==> src/hdl/lbb_defs.svh <==
// Purpose: Constants for the LED bank brightness block: offsets, fields, resets, timing.
// Assumes: 25 MHz reference clock.
// Notes:   Definitions only; included by bare name.
`ifndef LBB_DEFS_SVH
`define LBB_DEFS_SVH

// ==========================================================
// Serial bus identity
// ==========================================================
// Device bus address (arbitrary value)
`define LBB_DEV_ADDR        7'h2A

// ==========================================================
// Register offsets
// ==========================================================
`define LBB_RA_SINK_MAP     8'h10
`define LBB_RA_ST_SD_RAMP   8'h11
`define LBB_RA_RUN_RAMP     8'h12
`define LBB_RA_DUTY_CFG0    8'h13
`define LBB_RA_BRIGHT_CFG0  8'h16
`define LBB_RA_FULL_SCALE0  8'h19
`define LBB_RA_BANK_ENABLE  8'h1D
`define LBB_RA_LEVEL0       8'h1F
`define LBB_RA_ZONE0        8'h60
`define LBB_NUM_ZONE_REGS   15

// ==========================================================
// Field positions
// ==========================================================
`define LBB_F_LINEAR        1
`define LBB_F_ZSEL_HI       4
`define LBB_F_ZSEL_LO       2
`define LBB_F_DUTY_SEL      0
`define LBB_F_GATE_LO       2
`define LBB_F_RATE_A_LO     0
`define LBB_F_RATE_B_LO     3

// ==========================================================
// Reset values
// ==========================================================
`define LBB_RST_SINK_MAP    8'h24
`define LBB_RST_FULL_SCALE  8'h13
`define LBB_RST_ZERO        8'h00

// ==========================================================
// Timing
// ==========================================================
`define LBB_CLK_NS          40
`define LBB_RAMP_BASE_NS    2048
`define LBB_RAMP_BASE_CYC   ((`LBB_RAMP_BASE_NS + `LBB_CLK_NS - 1) / `LBB_CLK_NS)
`define LBB_DUTY_WINDOW     8'hFE

`endif

==> src/hdl/lbb_pkg.sv <==
// Purpose: Shared types of the LED bank brightness block.
// Assumes: Constants live in lbb_defs.svh.
// Notes:   Types only.
package lbb_pkg;

  // ==========================================================
  // Serial slave states
  // ==========================================================
  typedef enum logic [2:0] {I_IDLE, I_ADDR, I_PTR, I_WR, I_ACK, I_RD, I_RACK} lbb_i2c_e;

  // Register write carried from the serial slave to the register file
  typedef struct packed {
    logic       stb;
    logic [7:0] addr;
    logic [7:0] data;
  } lbb_reg_wr_s;

endpackage

==> src/hdl/lbb_serial_slave.sv <==
// Purpose: Two-wire serial slave giving byte access to the register file.
// Assumes: scl_in and sda_in already synchronous to ref_clk.
// Notes:   Pointer auto-increments on each data byte, read or write.
`timescale 1ns/1ps
`include "lbb_defs.svh"

module lbb_serial_slave
  import lbb_pkg::*;
(
  // Clock and control
  input  wire logic        ref_clk,
  input  wire logic        rst,
  input  wire logic        clk_en,
  // Bus pins
  input  wire logic        scl_in,
  input  wire logic        sda_in,
  output logic             sda_out,
  output logic             sda_oe,
  // Register side
  output lbb_reg_wr_s      reg_wr,
  output logic [7:0]       rd_addr,
  input  wire logic [7:0]  rd_data
);

  lbb_i2c_e   state;   // Protocol phase
  lbb_i2c_e   after;   // Phase following the ack slot
  logic       scl_q;   // Previous clock level
  logic       sda_q;   // Previous data level
  logic [7:0] shreg;   // Shift register
  logic [2:0] bitcnt;  // Bit counter, wraps each byte
  logic       got;     // Full byte received

  // ==========================================================
  // Edge and condition detection
  // ==========================================================
  wire scl_rise = scl_in & ~scl_q;
  wire scl_fall = ~scl_in & scl_q;
  wire start_c  = scl_in & scl_q & sda_q & ~sda_in;
  wire stop_c   = scl_in & scl_q & ~sda_q & sda_in;
  wire rx_state = (state == I_ADDR) || (state == I_PTR) || (state == I_WR);

  assign rd_addr = reg_wr.addr;

  // Protocol engine; data changes only on falling clock edges
  always_ff @(posedge ref_clk)
  begin
    if (rst)
    begin
      state   <= I_IDLE;
      after   <= I_IDLE;
      scl_q   <= 1'b1;
      sda_q   <= 1'b1;
      shreg   <= 8'h00;
      bitcnt  <= 3'h0;
      got     <= 1'b0;
      sda_out <= 1'b0;
      sda_oe  <= 1'b0;
      reg_wr  <= '0;
    end
    else if (clk_en)
    begin
      scl_q      <= scl_in;
      sda_q      <= sda_in;
      reg_wr.stb <= 1'b0;
      // Start restarts any phase, including a repeated start
      if (start_c)
      begin
        state  <= I_ADDR;
        bitcnt <= 3'h0;
        got    <= 1'b0;
        sda_oe <= 1'b0;
      end
      else if (stop_c)
      begin
        state  <= I_IDLE;
        sda_oe <= 1'b0;
      end
      else if (rx_state)
      begin
        // Sample on rising edge
        if (scl_rise)
        begin
          shreg  <= {shreg[6:0], sda_in};
          bitcnt <= bitcnt + 3'h1;
          got    <= (bitcnt == 3'h7);
        end
        else if (scl_fall && got)
        begin
          got    <= 1'b0;
          sda_oe <= 1'b1;
          state  <= I_ACK;
          if (state == I_ADDR)
          begin
            // Foreign address: stay silent
            if (shreg[7:1] != `LBB_DEV_ADDR)
            begin
              state  <= I_IDLE;
              sda_oe <= 1'b0;
            end
            after <= shreg[0] ? I_RD : I_PTR;
          end
          else if (state == I_PTR)
          begin
            reg_wr.addr <= shreg;
            after       <= I_WR;
          end
          else
          begin
            reg_wr.stb  <= 1'b1;
            reg_wr.data <= shreg;
            after       <= I_WR;
          end
        end
      end
      else if (state == I_ACK)
      begin
        // Release ack, or load the first read bit
        if (scl_fall)
        begin
          sda_oe <= 1'b0;
          state  <= after;
          bitcnt <= 3'h0;
          if (after == I_RD)
          begin
            shreg  <= rd_data;
            sda_oe <= ~rd_data[7];
          end
        end
        // Pointer holds here; it already moved one cycle after the write strobe
        if (scl_rise && after == I_WR && reg_wr.stb == 1'b0 && bitcnt == 3'h0 && !got)
          reg_wr.addr <= reg_wr.addr;
      end
      else if (state == I_RD)
      begin
        if (scl_fall)
        begin
          bitcnt <= bitcnt + 3'h1;
          shreg  <= {shreg[6:0], 1'b0};
          sda_oe <= ~shreg[6];
          if (bitcnt == 3'h7)
          begin
            sda_oe      <= 1'b0;
            state       <= I_RACK;
            reg_wr.addr <= reg_wr.addr + 8'h01;
          end
        end
      end
      else if (state == I_RACK)
      begin
        // Master nack ends the read
        if (scl_rise)
        begin
          state <= sda_in ? I_IDLE : I_ACK;
          after <= I_RD;
        end
      end
      // Advance pointer one cycle after a write strobe
      if (reg_wr.stb)
        reg_wr.addr <= reg_wr.addr + 8'h01;
    end
  end

endmodule

==> src/hdl/lbb_top.sv <==
// Purpose: LED bank brightness control: three banks, three sinks, ramps, mapping, duty gating.
// Assumes: All inputs synchronous to ref_clk; sys_rst synchronous, active high.
// Notes:   Sink outputs are 16-bit fractions of the largest sink current.
//
// Functional notes
// - Ramp startup, shutdown, step-up, step-down separately
// - Eight startup and shutdown rates, shared by banks
// - Eight run-time up and down rates, shared
// - Brightness code is 8 bits, full-scale fraction
// - Config bit 1 picks linear or exponential
// - Exponential: 0.85 power law times duty
// - Linear: code over 255 times duty
// - Register-direct control; ambient sensing lives elsewhere
// - Config bits 4:2 pick zone target register
// - Duty config bit 0 picks duty input
// - Duty bits 6:2 gate per zone target
// - Gated current combines code and measured duty
// - Map fields place sinks; 00 means bank A
// - Bank enable bits switch their mapped sinks
// - Global enable low resets all registers
// - Per-bank full-scale setting, 32 values
`timescale 1ns/1ps
`include "lbb_defs.svh"

module lbb_top
  import lbb_pkg::*;
(
  // Clock, reset, enable
  input  wire logic        ref_clk,
  input  wire logic        sys_rst,
  input  wire logic        clk_en,
  input  wire logic        global_enable_pin,
  // Serial bus
  input  wire logic        scl_in,
  input  wire logic        sda_in,
  output logic             sda_out,
  output logic             sda_oe,
  // Duty-cycle inputs
  input  wire logic        duty_input_one,
  input  wire logic        duty_input_two,
  // Sink current commands
  output logic [15:0]      sink_one,
  output logic [15:0]      sink_two,
  output logic [15:0]      sink_three
);

  // ==========================================================
  // Reset and register storage
  // ==========================================================
  // shutdown clears state
  wire         rst = sys_rst | ~global_enable_pin;

  lbb_reg_wr_s reg_wr;                            // Write from serial slave
  logic [7:0]  rd_addr;                           // Read pointer
  logic [7:0]  rd_data;                           // Read data
  logic [7:0]  sink_bank_mapping;                 // Sink to bank fields
  logic [7:0]  st_sd_ramp;                        // Startup/shutdown rates
  logic [7:0]  run_ramp;                          // Run-time rates
  logic [7:0]  bank_enable;                       // Bank enables
  logic [7:0]  duty_cfg   [3];                    // Per-bank duty config
  logic [7:0]  bright_cfg [3];                    // Per-bank brightness config
  logic [7:0]  full_scale [3];                    // Per-bank full scale
  logic [7:0]  zone_tgt   [`LBB_NUM_ZONE_REGS];   // Zone targets, bank*5+zone
  logic [7:0]  bank_level [3];                    // Ramped codes, for readback
  logic [15:0] bank_cur   [3];                    // Mapped bank currents
  logic [8:0]  duty_meas  [2];                    // Measured duty, 256 = full

  // ==========================================================
  // Serial slave
  // ==========================================================
  lbb_serial_slave u_slave (
    .ref_clk (ref_clk),
    .rst     (rst),
    .clk_en  (clk_en),
    .scl_in  (scl_in),
    .sda_in  (sda_in),
    .sda_out (sda_out),
    .sda_oe  (sda_oe),
    .reg_wr  (reg_wr),
    .rd_addr (rd_addr),
    .rd_data (rd_data)
  );

  // ==========================================================
  // Register decode
  // ==========================================================
  wire [7:0] zone_idx = reg_wr.addr - `LBB_RA_ZONE0;
  wire [7:0] rzone    = rd_addr - `LBB_RA_ZONE0;
  wire [7:0] rduty    = rd_addr - `LBB_RA_DUTY_CFG0;
  wire [7:0] rbright  = rd_addr - `LBB_RA_BRIGHT_CFG0;
  wire [7:0] rfs      = rd_addr - `LBB_RA_FULL_SCALE0;
  wire [7:0] rlvl     = rd_addr - `LBB_RA_LEVEL0;

  // Read mux; unmapped offsets read zero
  assign rd_data =
    (rd_addr == `LBB_RA_SINK_MAP)    ? sink_bank_mapping :
    (rd_addr == `LBB_RA_ST_SD_RAMP)  ? st_sd_ramp :
    (rd_addr == `LBB_RA_RUN_RAMP)    ? run_ramp :
    (rd_addr == `LBB_RA_BANK_ENABLE) ? bank_enable :
    (rduty < 8'd3)                   ? duty_cfg[rduty[1:0]] :
    (rbright < 8'd3)                 ? bright_cfg[rbright[1:0]] :
    (rfs < 8'd3)                     ? full_scale[rfs[1:0]] :
    (rlvl < 8'd3)                    ? bank_level[rlvl[1:0]] :
    (rzone < 8'd15)                  ? zone_tgt[rzone[3:0]] : 8'h00;

  // Register writes; bank registers use a per-bank offset
  always_ff @(posedge ref_clk)
  begin
    if (rst)
    begin
      sink_bank_mapping <= `LBB_RST_SINK_MAP;
      st_sd_ramp        <= `LBB_RST_ZERO;
      run_ramp          <= `LBB_RST_ZERO;
      bank_enable       <= `LBB_RST_ZERO;
      for (int i = 0; i < 3; i++)
      begin
        duty_cfg[i]   <= `LBB_RST_ZERO;
        bright_cfg[i] <= `LBB_RST_ZERO;
        full_scale[i] <= `LBB_RST_FULL_SCALE;
      end
      for (int z = 0; z < `LBB_NUM_ZONE_REGS; z++)
        zone_tgt[z] <= `LBB_RST_ZERO;
    end
    else if (clk_en && reg_wr.stb)
    begin
      if (reg_wr.addr == `LBB_RA_SINK_MAP)
        sink_bank_mapping <= reg_wr.data;
      if (reg_wr.addr == `LBB_RA_ST_SD_RAMP)
        st_sd_ramp <= reg_wr.data;
      if (reg_wr.addr == `LBB_RA_RUN_RAMP)
        run_ramp <= reg_wr.data;
      if (reg_wr.addr == `LBB_RA_BANK_ENABLE)
        bank_enable <= reg_wr.data;
      for (int i = 0; i < 3; i++)
      begin
        if (reg_wr.addr == `LBB_RA_DUTY_CFG0 + 8'(i))
          duty_cfg[i] <= reg_wr.data;
        if (reg_wr.addr == `LBB_RA_BRIGHT_CFG0 + 8'(i))
          bright_cfg[i] <= reg_wr.data;
        if (reg_wr.addr == `LBB_RA_FULL_SCALE0 + 8'(i))
          full_scale[i] <= {3'h0, reg_wr.data[4:0]};
      end
      if (zone_idx < 8'd15)
        zone_tgt[zone_idx[3:0]] <= reg_wr.data;
    end
  end

  // ==========================================================
  // Duty measurement over a fixed window
  // ==========================================================
  logic [7:0] win_cnt;   // Window position
  wire        win_end = (win_cnt == `LBB_DUTY_WINDOW);

  // Window counter, 255 samples per window
  always_ff @(posedge ref_clk)
  begin
    if (rst)
      win_cnt <= 8'h00;
    else if (clk_en)
      win_cnt <= win_end ? 8'h00 : win_cnt + 8'h01;
  end

  genvar d;
  generate
    for (d = 0; d < 2; d++)
    begin : g_duty
      logic [7:0] hi_cnt;   // High samples in window
      wire        din = (d == 0) ? duty_input_one : duty_input_two;
      // Count high samples; each window starts from zero so none is counted twice
      always_ff @(posedge ref_clk)
      begin
        if (rst)
        begin
          hi_cnt       <= 8'h00;
          duty_meas[d] <= 9'h100;
        end
        else if (clk_en)
        begin
          hi_cnt <= win_end ? 8'h00 : hi_cnt + {7'h00, din};
          // Scale 0..255 to 0..256 so full duty is exact
          if (win_end)
            duty_meas[d] <= {1'b0, hi_cnt + {7'h00, din}} + {8'h00, hi_cnt[7]};
        end
      end
    end
  endgenerate

  // ==========================================================
  // Ramp timebase
  // ==========================================================
  logic [11:0] pre_cnt;    // Base period prescaler
  logic [7:0]  tick_cnt;   // Base ticks, sets rate divisions
  wire         base_tick = (pre_cnt == 12'(`LBB_RAMP_BASE_CYC - 1));

  // Shared by all banks so equal rates move in step
  always_ff @(posedge ref_clk)
  begin
    if (rst)
    begin
      pre_cnt  <= 12'h000;
      tick_cnt <= 8'h00;
    end
    else if (clk_en)
    begin
      pre_cnt <= base_tick ? 12'h000 : pre_cnt + 12'h001;
      if (base_tick)
        tick_cnt <= tick_cnt + 8'h01;
    end
  end

  // Exponential mantissas, 2^(-f/8) scaled to 16 bits
  localparam logic [15:0] EXP_MANT [8] = '{16'hFFFF, 16'hEAC1, 16'hD745, 16'hC567,
                                           16'hB505, 16'hA5FF, 16'h9838, 16'h8B96};

  // ==========================================================
  // Per-bank target, ramp and mapping
  // ==========================================================
  genvar b;
  generate
    for (b = 0; b < 3; b++)
    begin : g_bank
      logic [7:0]  level;      // Ramped code
      logic        starting;   // In startup ramp
      wire  [2:0]  zsel  = bright_cfg[b][`LBB_F_ZSEL_HI] ? 3'd4 : {1'b0, bright_cfg[b][3:2]};
      wire  [7:0]  code  = zone_tgt[b * 5 + zsel];
      wire  [7:0]  goal  = bank_enable[b] ? code : 8'h00;
      wire         gate  = duty_cfg[b][`LBB_F_GATE_LO + zsel];
      wire  [8:0]  duty  = !gate ? 9'h100 :
                           duty_cfg[b][`LBB_F_DUTY_SEL] ? duty_meas[1] : duty_meas[0];
      wire         up    = goal > level;
      wire  [2:0]  rate  = (goal == 8'h00) ? st_sd_ramp[`LBB_F_RATE_A_LO +: 3] :
                           (starting || level == 8'h00) ? st_sd_ramp[`LBB_F_RATE_B_LO +: 3] :
                           up              ? run_ramp[`LBB_F_RATE_B_LO +: 3] :
                                             run_ramp[`LBB_F_RATE_A_LO +: 3];
      wire  [7:0]  rmask = (8'h01 << rate) - 8'h01;
      wire         step  = base_tick && ((tick_cnt & rmask) == 8'h00) && (goal != level);
      // exponent (255-code)*75/2048 as base-2 shift and fraction
      wire  [14:0] ex    = 15'(8'hFF - level) * 15'd75;
      wire  [15:0] efrac = EXP_MANT[ex[10:8]] >> ex[14:11];
      // linear code*257 equals code/255 of full
      wire  [15:0] frac  = bright_cfg[b][`LBB_F_LINEAR] ? {level, level} : efrac;
      wire  [21:0] fsv   = 22'(frac) * 22'(full_scale[b][4:0] + 6'h01);
      wire  [24:0] cur   = 25'(fsv[20:5]) * 25'(duty);

      assign bank_level[b] = level;

      // Step one code per rate tick toward the goal
      always_ff @(posedge ref_clk)
      begin
        if (rst)
        begin
          level    <= 8'h00;
          starting <= 1'b0;
          bank_cur[b] <= 16'h0000;
        end
        else if (clk_en)
        begin
          // Startup ends once the first target is reached
          if (level == 8'h00 && goal != 8'h00)
            starting <= 1'b1;
          else if (level == goal)
            starting <= 1'b0;
          if (step)
            level <= up ? level + 8'h01 : level - 8'h01;
          // Zero code is fully off in either mode
          bank_cur[b] <= (level == 8'h00) ? 16'h0000 : cur[23:8];
        end
      end
    end
  endgenerate

  // ==========================================================
  // Sink routing
  // ==========================================================
  // pick bank per sink field; 11 leaves sink off
  wire [15:0] route [3];
  genvar s;
  generate
    for (s = 0; s < 3; s++)
    begin : g_sink
      wire [1:0] m = sink_bank_mapping[2 * s +: 2];
      assign route[s] = (m == 2'b11) ? 16'h0000 : bank_cur[m];
    end
  endgenerate

  // Registered sink commands
  always_ff @(posedge ref_clk)
  begin
    if (rst)
    begin
      sink_one   <= 16'h0000;
      sink_two   <= 16'h0000;
      sink_three <= 16'h0000;
    end
    else if (clk_en)
    begin
      sink_one   <= route[0];
      sink_two   <= route[1];
      sink_three <= route[2];
    end
  end

endmodule

==> config.mk <==
export PLATFORM = sky130hd
export DESIGN_NAME = lbb_top
export DESIGN_NICKNAME = d
export VERILOG_FILES = /design/src/hdl/lbb_pkg.sv /design/src/hdl/lbb_serial_slave.sv /design/src/hdl/lbb_top.sv
export VERILOG_INCLUDE_DIRS = /design/src /design/src/hdl
export SDC_FILE = /design/constraint.sdc
export NUM_CORES = 2
export LEC_CHECK = 0
export ABC_AREA = 1
export BUFFER_PORTS_ARGS = -buffer_cell sky130_fd_sc_hd__buf_4
export CAP_MARGIN = 20
export CORE_UTILIZATION = 25
export CTS_BUF_LIST = sky130_fd_sc_hd__clkbuf_4 sky130_fd_sc_hd__clkbuf_8
export CTS_CLUSTER_DIAMETER = 30
export DETAILED_ROUTE_END_ITERATION = 6
export PLACE_DENSITY_LB_ADDON = 0.3
export SLEW_MARGIN = 20
export SYNTH_ARGS = -nofsm -noshare
export SYNTH_HDL_FRONTEND = slang
export SYNTH_SLANG_ARGS = --single-unit
==> constraint.sdc <==
create_clock -name ref_clk -period 26.2 [get_ports ref_clk]
set_input_delay 1.31 -clock ref_clk [delete_from_list [all_inputs] [get_ports ref_clk]]
set_output_delay 1.31 -clock ref_clk [all_outputs]
set_load 0.02 [all_outputs]
==> results.sh <==
export IMPL_status="finished clean"
export IMPL_ys_dominant_reg_cell="edfxtp_1"
export IMPL_top_level_ports=58
export IMPL_cp_arrival_ps=13230
export IMPL_whs_ps=450
export IMPL_final_cell_mix="1214 x nand2_1, 1130 x inv_1, 971 x nor2_1, 518 x a21oi_1, 504 x o21ai_0"
export IMPL_gp_congestion=0.908
export IMPL_crit_family="adder cells"
export IMPL_ctsHoldBuffers=0
export IMPL_finalCritPeriodShare_pct=48.1
export IMPL_grt_max_degree=73
export IMPL_synth_seq_cells=451
export IMPL_r2r_start="g_bank[0].level[5]"
export IMPL_core_um2=207000
export IMPL_postCtsSetupBuffers=0
export IMPL_cts_tree="done"
export IMPL_worst_setup_path_end_kind="register"
export IMPL_syn_mean_instance_area_um2=7.42
export IMPL_fmax_mhz=79.4
export IMPL_ant_nets=0
export IMPL_setup_violations=0
export IMPL_rows=167
export IMPL_vias=47200
export IMPL_layout_drive_gt1_share_pct=6.33
export IMPL_leakage_nw=25.9
export IMPL_hold_class="reg -> reg"
export IMPL_power_total_mw=2.84
export IMPL_cp_max_fo=17
export IMPL_crit_end="bank_cur[0][13]"
export IMPL_start_util_pct=25.1
export IMPL_fin_cells=9783
export IMPL_fin_setup_tns_ps=0
export IMPL_yosys_warnings=0
export IMPL_route_detailed_drc=0
export IMPL_antenna_found_initial=1
export IMPL_via_per_inst=4.83
export IMPL_final_max_slew_viol_count=0
export IMPL_hpwl_um=132000
export IMPL_nNetsFinal=7867
export IMPL_cp_slowest_cell="xnor2_2"
export IMPL_r2r_cells=50
export IMPL_ir_drop_uv=38.7
export IMPL_area_growth_pct=10.9
export IMPL_grt_ovfl_total=0
export IMPL_crit_required_ps=26840
export IMPL_synthCells=7007
export IMPL_clock_skew_ps=87.8
export IMPL_regToRegSetupSlack_ps=13600
export IMPL_synth_edf_count=257
export IMPL_cts_buffers=103
export IMPL_final_common_cell="nand2_1"
export IMPL_fp_dieH_um=458
export IMPL_post_drt_wl_per_cell_um=17.1
export IMPL_async_reset_ff_share_pct=0
export IMPL_totalWireLength_um=168000
export IMPL_crit_type="reg -> reg"
export IMPL_cp_startpoint="g_bank[0].level[5]"
export IMPL_power_density_nw_per_um2=49.2
export IMPL_path_buf_inv=11
export IMPL_r2r_end="bank_cur[0][13]"
export IMPL_rsz0062_at_grt="no"
export IMPL_fillers=22600
export IMPL_critical_path_startpoint_type="register"
export IMPL_portBuffers=56
export IMPL_synth_seq_area_share_pct=22.3
export IMPL_cts_max_level=3
export IMPL_synth_area_um2=52000
export IMPL_dp_cells=9586
export IMPL_path_clk_slew_ps=60
export IMPL_maxCapViolCount=0
export IMPL_hold_viol=0
export IMPL_clockRootBuffer="clkbuf_8"
export IMPL_yosysUniqueCellTypes=76
export IMPL_numClockSinks=451
export IMPL_setup_ws_ps=13600
export IMPL_clk_latency_ps=850
export IMPL_first_global_vias=47200
export IMPL_slowest_delay_ps=590
export IMPL_grt_use_total_pct=15.9
export IMPL_drt_first_iter_violations=3404
export IMPL_cp_depth=50
export IMPL_period_needed_ps=12600
export IMPL_post_cts_resize_count=0
export IMPL_dieArea_um2=210000
export IMPL_firstDrtPassIters=6
export IMPL_worst_slew_pin_slew_ps=1130
export IMPL_relSlewSlack_pct=23.0
export IMPL_grt_first_pass_wirelength_um=266000
export IMPL_die_x_um=458
export IMPL_ctsLongestPathBuffers=3
export IMPL_pre_cts_slack_ps=13630
[logic make-up (layout without fill, tap and decap cells)]
| kind of cell | Yosys count | after routing | synth area share, % |
|---|---|---|---|
| DFF | 451 | 451 | 22.3 |
| adders and majority gates | 871 | 871 | 27.9 |
| and+or+nand+nor | 2822 | 2822 | 22.6 |
| buffers and inverters | 1400 | 1461 | 10.4 |
| AOI/OAI and AO/OA | 1344 | 1344 | 14.6 |
| other | 1 | 12 | 0.00721 |
| xor gates and xnor gates | 118 | 118 | 2.22 |
[synthesized netlist by cell type (67+ instances only)]
cell type / count / share of area, %
dfxtp_1: 194 / 7.5
a21oi_1: 518 / 5.0
nand2_1: 1214 / 8.8
o211ai_1: 67 / 0.97
nand3_1: 379 / 3.6
o21ai_0: 506 / 4.9
edfxtp_1: 257 / 15
clkbuf_1: 185 / 1.3
ha_1: 391 / 9.4
xor2_1: 71 / 1.2
nor2_1: 974 / 7.0
inv_1: 1134 / 8.2
fa_1: 480 / 18
[metal layers]
metal,GRT usage [%],part of all wire (%),vias to the layer above
met5,0,0,-
met4,5.23,3.0,0
met3,1.70,5.2,227
met2,27.0,47,1338
met1,20.9,45,23000
li1,-,-,22700
[how the worst min path moves through the flow]
stage	startpoint	end	cells after the start	slack (ps)
6_report	sink_one[13]	sink_one[13]	2	450
5_1_grt	sink_one[11]	sink_one[11]	2	480
4_1_cts	sink_one[13]	sink_one[13]	2	450
3_5_place_dp	sink_one[13]	sink_one[13]	2	440
3_3_place_gp	sink_three[14]	sink_three[14]	2	440
2_1_floorplan	u_slave.reg_wr[0]	zone_tgt[15][0]	0	410
[registers in the layout, summed over array words and instances, names as in the netlist, 9 cells and up, named ones only]
signal,count
sink_one,16
g_bank.level,24
bank_cur,48
duty_meas,18
zone_tgt,128
sink_three,16
bright_cfg,24
duty_cfg,24
pre_cnt,12
g_duty.hi_cnt,16
full_scale,15
sink_two,16
u_slave.reg_wr,9
[power breakdown]
group | switching (mW) | total [mW] | leakage [nW] | internal [mW]
logic | 0.739 | 1.12 | 20.3 | 0.376
clock network | 0.395 | 0.940 | 1.24 | 0.546
registers | 0.0163 | 0.780 | 4.41 | 0.764
[per-stage QoR]
stage | util [%] | instance area [µm²]
after floorplan | - | 52100
after global placement | 26.7 | 55200
after detailed placement | 26.7 | 55200
after CTS | 27.9 | 57700
after global routing | 27.9 | 57700
final | 27.9 | 57700
[cell type report]
class                   count  area (µm²)  share of cell area, %
multi-input cells        5164       35100                   60.9
flip-flops and latches    451       11600                   20.1
inverters                1164        4370                   7.57
well taps                2704        3380                   5.87
clock buffers             118        1560                   2.71
clock inverters            75         868                   1.51
repair buffers            104         778                   1.35
diodes                      3        7.51                 0.0130
[worst min-delay path: stages, from the launching register on]
cell and delay (ps):
dfxtp_1 310, nand2_1 60, nand2_1 40
No activity file was read; power rests on OpenSTA's default activity.
